## src/hdl/ustx_pkg.sv

```systemverilog
// constants and carrier types for the synchronous slave transmitter
// assumes: one 100 MHz system clock, 8-bit plain register port
package ustx_pkg;

    // register port geometry
    localparam int          ADDR_W      = 3;
    localparam int          DATA_W      = 8;

    // register offsets
    localparam logic [2:0]  ADDR_CTRL   = 3'h0;
    localparam logic [2:0]  ADDR_HOLD   = 3'h1;
    localparam logic [2:0]  ADDR_STAT   = 3'h2;
    localparam logic [2:0]  ADDR_IFLAG  = 3'h3;
    localparam logic [2:0]  ADDR_IMASK  = 3'h4;
    localparam logic [2:0]  ADDR_INTCTL = 3'h5;

    // reset values
    localparam logic [7:0]  CTRL_RST    = 8'h00;
    localparam logic [2:0]  INTCTL_RST  = 3'h0;
    localparam logic [1:0]  IREG_RST    = 2'h0;

    // interrupt control bit positions
    localparam int          INT_TXIE    = 0;
    localparam int          INT_PERIPHERAL_INTERRUPT_ENABLE    = 1;
    localparam int          INT_GIE     = 2;

    // sticky event bit positions
    localparam int          EV_EMPTY    = 0;
    localparam int          EV_DONE     = 1;

    // status bit positions
    localparam int          ST_FLAG     = 0;
    localparam int          ST_BUSY     = 1;
    localparam int          ST_PIN      = 2;

    // character lengths in link clock periods, and the count value of the last bit
    localparam logic [3:0]  NBITS_8     = 4'h8;
    localparam logic [3:0]  NBITS_9     = 4'h9;
    localparam logic [3:0]  CNT_LAST    = 4'h1;

    // control register layout, bit 7 down to bit 0
    typedef struct packed {
        logic ninth_transmit_data_bit;
        logic transmit_enable_bit;
        logic nine_bit_transmit_select;
        logic serial_port_enable;
        logic continuous_receive_enable;
        logic single_receive_enable;
        logic clock_source_select;
        logic sync_select;
    } ustx_ctrl_s;

    // holding register with its occupancy
    typedef struct packed {
        logic       full;
        logic [8:0] data;
    } ustx_hold_s;

    // shifter states
    typedef enum logic {
        ST_IDLE  = 1'b0,
        ST_SHIFT = 1'b1
    } ustx_state_e;

endpackage

```

## src/hdl/ustx_top.sv

```systemverilog
// synchronous slave transmitter: holding register, shift register, flag and wake logic
// assumes: link clock and data pin come from outside and are synchronised here
//
// How it works
// - the shifter only runs while the synchronous select bit is one.
// - with clock source select at zero the block is a slave and uses the outside clock.
// - with both receive enables at zero the block transmits, otherwise it stays off the pin.
// - the port only operates while the serial port enable bit is one.
// - slave shifting loads and shifts data the same way as a master transmitter would.
// - with two words queued the first moves to the shift register at once and goes out.
// - the second word waits in the holding register and the flag stays clear meanwhile.
// - after the first word ends the second moves to the shifter and the flag sets on the same clock edge.
// - flag with peripheral and transmit interrupt enables set wakes the sleeping core.
// - with the global enable also set the wake becomes a vector request.
// - the nine-bit select makes each character nine bits long.
// - the transmit enable bit must be set before a held word is sent.
// - writing the low byte to the holding register starts that character.
//
// The register addresses and the plain strobed port were chosen for this implementation.
`timescale 1ns/1ps
module ustx_top (
    // system
    input  wire logic                       I_CLK,
    input  wire logic                       I_RST,
    // register port
    input  wire logic [ustx_pkg::ADDR_W-1:0] I_ADDR,
    input  wire logic [ustx_pkg::DATA_W-1:0] I_WDATA,
    input  wire logic                       I_WR,
    input  wire logic                       I_RD,
    output logic      [ustx_pkg::DATA_W-1:0] O_RDATA,
    // core power state
    input  wire logic                       I_SLEEP,
    // link pins
    input  wire logic                       I_CK,
    input  wire logic                       I_DT,
    output logic                            O_DT,
    output logic                            O_DT_OE,
    // interrupts
    output logic                            O_IRQ,
    output logic                            O_WAKE,
    output logic                            O_VECTOR
);

    ustx_pkg::ustx_ctrl_s  ctrl;
    ustx_pkg::ustx_hold_s  hold;
    ustx_pkg::ustx_state_e state;
    logic [2:0]            intctl;
    logic [1:0]            iflag;
    logic [1:0]            imask;
    logic [8:0]            sh;
    logic [3:0]            cnt;
    logic                  ck_s1, ck_s2, ck_s3;
    logic                  dt_s1, dt_s2;
    logic                  flag_q;
    logic                  tx_active;
    logic                  ck_fall;
    logic                  last_bit;
    logic                  done;
    logic                  load;
    logic                  next_load;
    logic                  wr_hold;
    logic                  tx_flag;
    logic [1:0]            ev;
    logic [1:0]            next_iflag;

    // address match used by both write and read decode
    function automatic logic hit(input logic [2:0] a, input logic [2:0] off);
        hit = (a == off);
    endfunction

    // clock pin is only sampled, never driven
    always_ff @(posedge I_CLK or posedge I_RST) begin
        if (I_RST) begin
            ck_s1 <= 1'b0;
            ck_s2 <= 1'b0;
            ck_s3 <= 1'b0;
            dt_s1 <= 1'b1;
            dt_s2 <= 1'b1;
        end else begin
            ck_s1 <= I_CK;
            ck_s2 <= ck_s1;
            ck_s3 <= ck_s2;
            dt_s1 <= I_DT;
            dt_s2 <= dt_s1;
        end
    end

    // transmit mode decode
    assign tx_active = ctrl.sync_select
                     & ~ctrl.clock_source_select
                     & ~ctrl.single_receive_enable
                     & ~ctrl.continuous_receive_enable
                     & ctrl.serial_port_enable
                     & ctrl.transmit_enable_bit;

    // one bit per outside clock period, advanced on its falling edge
    assign ck_fall   = ck_s3 & ~ck_s2;
    assign last_bit  = (cnt == ustx_pkg::CNT_LAST);
    assign done      = (state == ustx_pkg::ST_SHIFT) & ck_fall & last_bit & tx_active;
    assign load      = (state == ustx_pkg::ST_IDLE) & hold.full & tx_active;
    assign next_load = load | (done & hold.full);
    assign wr_hold   = I_WR & hit(I_ADDR, ustx_pkg::ADDR_HOLD) & ~hold.full;
    assign tx_flag   = ~hold.full;

    // control registers
    always_ff @(posedge I_CLK or posedge I_RST) begin
        if (I_RST) begin
            ctrl   <= ustx_pkg::ustx_ctrl_s'(ustx_pkg::CTRL_RST);
            intctl <= ustx_pkg::INTCTL_RST;
            imask  <= ustx_pkg::IREG_RST;
        end else if (I_WR) begin
            if (hit(I_ADDR, ustx_pkg::ADDR_CTRL)) begin
                ctrl <= ustx_pkg::ustx_ctrl_s'(I_WDATA);
            end
            if (hit(I_ADDR, ustx_pkg::ADDR_INTCTL)) begin
                intctl <= I_WDATA[2:0];
            end
            if (hit(I_ADDR, ustx_pkg::ADDR_IMASK)) begin
                imask <= I_WDATA[1:0];
            end
        end
    end

    // holding register, ninth bit taken from control at the low-byte write
    always_ff @(posedge I_CLK or posedge I_RST) begin
        if (I_RST) begin
            hold <= '0;
        end else if (wr_hold) begin
            hold.full <= 1'b1;
            hold.data <= {ctrl.ninth_transmit_data_bit, I_WDATA};
        end else if (next_load) begin
            hold.full <= 1'b0;
        end
    end

    // shifter state
    always_ff @(posedge I_CLK or posedge I_RST) begin
        if (I_RST) begin
            state <= ustx_pkg::ST_IDLE;
        end else begin
            unique case (state)
                ustx_pkg::ST_IDLE: begin
                    if (load) begin
                        state <= ustx_pkg::ST_SHIFT;
                    end
                end
                ustx_pkg::ST_SHIFT: begin
                    if (!tx_active) begin
                        state <= ustx_pkg::ST_IDLE;
                    end else if (done && !hold.full) begin
                        state <= ustx_pkg::ST_IDLE;
                    end
                end
            endcase
        end
    end

    // shift register, bit counter and data pin, lsb first as in master mode
    always_ff @(posedge I_CLK or posedge I_RST) begin
        if (I_RST) begin
            sh   <= '0;
            cnt  <= '0;
            O_DT <= 1'b1;
        end else if (next_load) begin
            sh   <= hold.data;
            cnt  <= ctrl.nine_bit_transmit_select ? ustx_pkg::NBITS_9
                                                  : ustx_pkg::NBITS_8;
            O_DT <= hold.data[0];
        end else if (state == ustx_pkg::ST_SHIFT && (!tx_active || done)) begin
            cnt  <= '0;
            O_DT <= 1'b1;
        end else if (state == ustx_pkg::ST_SHIFT && ck_fall) begin
            sh   <= {1'b0, sh[8:1]};
            cnt  <= cnt - ustx_pkg::CNT_LAST;
            O_DT <= sh[1];
        end
    end

    // data pin is driven only in slave transmit
    always_ff @(posedge I_CLK or posedge I_RST) begin
        if (I_RST) begin
            O_DT_OE <= 1'b0;
        end else begin
            O_DT_OE <= tx_active;
        end
    end

    // sticky events, a set wins over a write-one clear
    assign ev = {done, tx_flag & ~flag_q};
    always_comb begin
        next_iflag = iflag | ev;
        if (I_WR && hit(I_ADDR, ustx_pkg::ADDR_IFLAG)) begin
            next_iflag = (iflag & ~I_WDATA[1:0]) | ev;
        end
    end

    always_ff @(posedge I_CLK or posedge I_RST) begin
        if (I_RST) begin
            iflag  <= ustx_pkg::IREG_RST;
            flag_q <= 1'b1;
        end else begin
            iflag  <= next_iflag;
            flag_q <= tx_flag;
        end
    end

    // interrupt, wake and vector outputs
    always_ff @(posedge I_CLK or posedge I_RST) begin
        if (I_RST) begin
            O_IRQ    <= 1'b0;
            O_WAKE   <= 1'b0;
            O_VECTOR <= 1'b0;
        end else begin
            O_IRQ    <= |(next_iflag & imask);
            O_WAKE   <= tx_flag & intctl[ustx_pkg::INT_TXIE]
                              & intctl[ustx_pkg::INT_PERIPHERAL_INTERRUPT_ENABLE];
            O_VECTOR <= tx_flag & intctl[ustx_pkg::INT_TXIE]
                              & intctl[ustx_pkg::INT_PERIPHERAL_INTERRUPT_ENABLE] & intctl[ustx_pkg::INT_GIE];
        end
    end

    // read data, one cycle after the strobe; sleep is visible for software
    always_ff @(posedge I_CLK or posedge I_RST) begin
        if (I_RST) begin
            O_RDATA <= '0;
        end else if (I_RD) begin
            O_RDATA <= '0;
            if (hit(I_ADDR, ustx_pkg::ADDR_CTRL)) begin
                O_RDATA <= ctrl;
            end
            if (hit(I_ADDR, ustx_pkg::ADDR_HOLD)) begin
                O_RDATA <= hold.data[7:0];
            end
            if (hit(I_ADDR, ustx_pkg::ADDR_STAT)) begin
                O_RDATA[ustx_pkg::ST_FLAG] <= tx_flag;
                O_RDATA[ustx_pkg::ST_BUSY] <= (state == ustx_pkg::ST_SHIFT);
                O_RDATA[ustx_pkg::ST_PIN]  <= dt_s2;
                O_RDATA[3]                 <= I_SLEEP;
            end
            if (hit(I_ADDR, ustx_pkg::ADDR_IFLAG)) begin
                O_RDATA[1:0] <= iflag;
            end
            if (hit(I_ADDR, ustx_pkg::ADDR_IMASK)) begin
                O_RDATA[1:0] <= imask;
            end
            if (hit(I_ADDR, ustx_pkg::ADDR_INTCTL)) begin
                O_RDATA[2:0] <= intctl;
            end
        end
    end
endmodule
```

## config.mk

```make
export PLATFORM = sky130hd
export DESIGN_NAME = ustx_top
export DESIGN_NICKNAME = d
export VERILOG_FILES = /design/src/hdl/ustx_pkg.sv /design/src/hdl/ustx_top.sv
export SDC_FILE = /design/constraint.sdc
export NUM_CORES = 1
export LEC_CHECK = 0
export BUFFER_PORTS_ARGS = -buffer_cell sky130_fd_sc_hd__buf_2
export CAP_MARGIN = 20
export CORE_MARGIN = 2
export CORE_UTILIZATION = 44
export DETAILED_ROUTE_END_ITERATION = 10
export SYNTH_ARGS = -nofsm -noshare
export SYNTH_HDL_FRONTEND = slang
export SYNTH_SLANG_ARGS = --single-unit
```

## constraint.sdc

```tcl
create_clock -name I_CLK -period 2.84 [get_ports I_CLK]
set_input_delay 0.426 -clock I_CLK [delete_from_list [all_inputs] [get_ports I_CLK]]
set_output_delay 0.426 -clock I_CLK [all_outputs]
set_load 0.02 [all_outputs]
```

==> metrics <==
Fin Hold WS=184.9 ps; Post-CTS Hold Fix Bufs=0; setup tns final=0 ps; die height=80.33 um; Max transition margin=0.5202; core footprint=5574 um2; WP data arrival=2340 ps; worst skew pair latency=340 ps; maximum clock rate=0.4700 GHz; Synth warnings=0; Post-synth EDFFs=0; mux contribution to synthesized area=0.1098; hold path depth=1; die width=80.33 um; outcome=finished, final reports clean; vias per inst=5.491; Hold Violations, Final=0; antenna cells=0; gr ovfl total=0; Boundary Pins=31; WP data required=3060 ps; area grow syn2layout=17.33%; post-synthesis compound-gate area fraction=0.1503; Num CTS Buffers=9; vias in the first global route=1811; clk_skew=7.255 ps; iteration count of the initial detailed-routing pass=5; Unique masters post-synth=44; cts repair resizes=0; fin crit share=0.7492; Synth Cell Area=2564 um2; first-pass GRT wire length=9.087 mm; Static Leakage=1.383 nW; share of layout cells above drive strength 1=0.2939; DR vias=1834; worst hold path type=in2reg; wire per inst=15.94 um; Clock transition at path regs=70 ps; syn avg cell area=11.45 um2; Synth Instances=224; GRT Overall Usage=0.1907; largest family of logic cells by synthesized area=compound AO/OA/AOI/OAI gates; Layout Nets=278; main flop type after synthesis=dfrtp_1; CP Class=reg2reg; Worst-Margin Slew=719.7 ps; initial core utilization=0.4599; Max Slew Vio Count=0; worst r2r path cells=4; WL final=5.323 mm; maximum VDD drop=0.4083 mV; initial antenna violation count=0; Crit. End Element=register; htree depth=3; Post-DRT Antenna Nets=0; RSZ-0062 raised after global routing=false; die area=6453 um2; Worst setup SP type=register; Net Count, Synth=244; num rows=27; DRT iter0 DRCs=88; Synth Area in Adders=0.009761; power per cell area=842.0 nW/um2; drc violations=0; Bufs on Longest Clock Path=2; routability congestion estimate from global placement=0.7777; post-DP HPWL=3.716 mm; CTS tree=built; Crit Path Max Fanout=10; CTS root buf=clkbuf_8; Post-synth ARST share=1.000; largest net degree at the start of global routing=58; port buffer count=30; synthesized flop and latch total=57; register area share after synthesis=0.5583; post-synthesis simple-gate area fraction=0.1249; TritonCTS Sinks=57; post-layout min period=2128 ps; Post-Synth XOR/XNOR Area=0.003416; MaxCap Viol Count=0; final setup vio count=0; post-CTS setup repair buffer count=0
==> layer usage <==
layer  GRT usage  wire length [um]  vias to the layer above
met4     0.09322               104                        0
met1      0.2593              2505                      908
met3     0.05730               209                        9
met2      0.2767              2503                       34
li1            -                 -                      883
met5           0                 0                        -
==> placed cells by master (no fill, tap or decap), drive strengths merged, types with 2 or more instances in the layout <==
cell and instances:
nor3 2, a21o 2, o2bb2ai 2, a21oi 2, and2 3, dfstp 4, o22ai 9, mux2 17
ha 2, nor2b 3, or4 2, clkinvlp 2, bufinv 2, buf 34, nor4b 3, nand2 13
nand4 2, a222oi 2, a211oi 13, nand3b 3, dfrtp 53, a2bb2oi 3, inv 18, and3b 2
nor2 8, o21ai 13, clkbuf 10, nand3 8, mux2i 9
==> final timing paths <==
path | startpoint | end | slack, ps
max | ctrl[1]$_DFFE_PP0P_ | sh[7]$_DFFE_PP0P_ | 710
min | I_DT | dt_s1$_DFF_PP1_ | 180
max reg2reg | ctrl[1]$_DFFE_PP0P_ | sh[7]$_DFFE_PP0P_ | 710
min reg2reg | dt_s1$_DFF_PP1_ | dt_s2$_DFF_PP1_ | 360
max in group asynchronous | I_RST | hold[1]$_DFFE_PP0P_ | 2080
min in group asynchronous | I_RST | cnt[2]$_DFFE_PP0P_ | 290
==> cell type report <==
cell class | instances | area [um2]
sequential | 57 | 1431
multi-input combinational | 138 | 1021
timing repair buffer | 34 | 180.2
tap | 72 | 90.09
fill | 499 | 2566
clock buffer | 10 | 137.6
clock inverter | 5 | 80.08
inverter | 18 | 67.56
==> synthesized netlist by cell type (3+ instances only) <==
| library cell | instances | area, um2 |
|---|---|---|
| inv_1 | 18 | 67.56 |
| mux2i_1 | 9 | 90.09 |
| nor2b_1 | 3 | 18.77 |
| a211oi_1 | 13 | 97.59 |
| dfrtp_1 | 53 | 1326 |
| nand3_1 | 8 | 40.04 |
| nor2_1 | 8 | 30.03 |
| clkbuf_1 | 9 | 33.78 |
| and2_1 | 3 | 18.77 |
| o22ai_1 | 9 | 56.30 |
| mux2_2 | 17 | 191.4 |
| a2bb2oi_1 | 3 | 26.28 |
| nand2_1 | 13 | 48.80 |
| dfstp_2 | 4 | 105.1 |
| o21ai_0 | 12 | 60.06 |
| nand3b_1 | 3 | 22.52 |
==> report_power, final <==
part | internal, mW | switching [mW]
sequential | 1.04 | 0.156
combinational | 0.237 | 0.263
clock | 0.511 | 0.324
total | 1.79 | 0.744
==> worst max-delay path, stage by stage, from the launching register on <==
cell	delay (ps)
dfrtp_1	400
or4b_4	580
or4_1	730
mux2i_1	220
o21ai_1	70
==> through the flow <==
stage | std cells | setup slack [ps] | area [um2] | power, mW | utilization
3_3_place_gp | 319 | 752.6 | 2790 | 1.706 | 0.5006
4_1_cts | 334 | 722.9 | 3008 | 2.560 | 0.5396
2_1_floorplan | 224 | 908.5 | 2564 | 1.539 | -
3_5_place_dp | 319 | 728.9 | 2790 | 1.713 | 0.5006
6_report | 334 | 712.4 | 3008 | 2.533 | 0.5396
5_1_grt | 334 | 577.5 | 3008 | 2.681 | 0.5396
==> cells by family after synthesis <==
| logic type | after synthesis |
|---|---|
| AOI/OAI and AO/OA | 55 |
| DFF | 57 |
| buffers and inverters | 29 |
| and+or+nand+nor | 54 |
| xor gates and xnor gates | 1 |
| muxes | 26 |
| adders and majority gates | 2 |
==> sequential cells by signal (all words and copies together), names as in the netlist <==
name	cells
flag_q	1
ck_s3	1
O_RDATA	8
O_DT	1
iflag	2
ctrl	8
O_WAKE	1
sh	8
O_VECTOR	1
imask	2
state	1
dt_s1	1
dt_s2	1
ck_s1	1
hold	10
ck_s2	1
cnt	4
intctl	3
O_DT_OE	1
O_IRQ	1
Power figures use the tool's default switching activity.
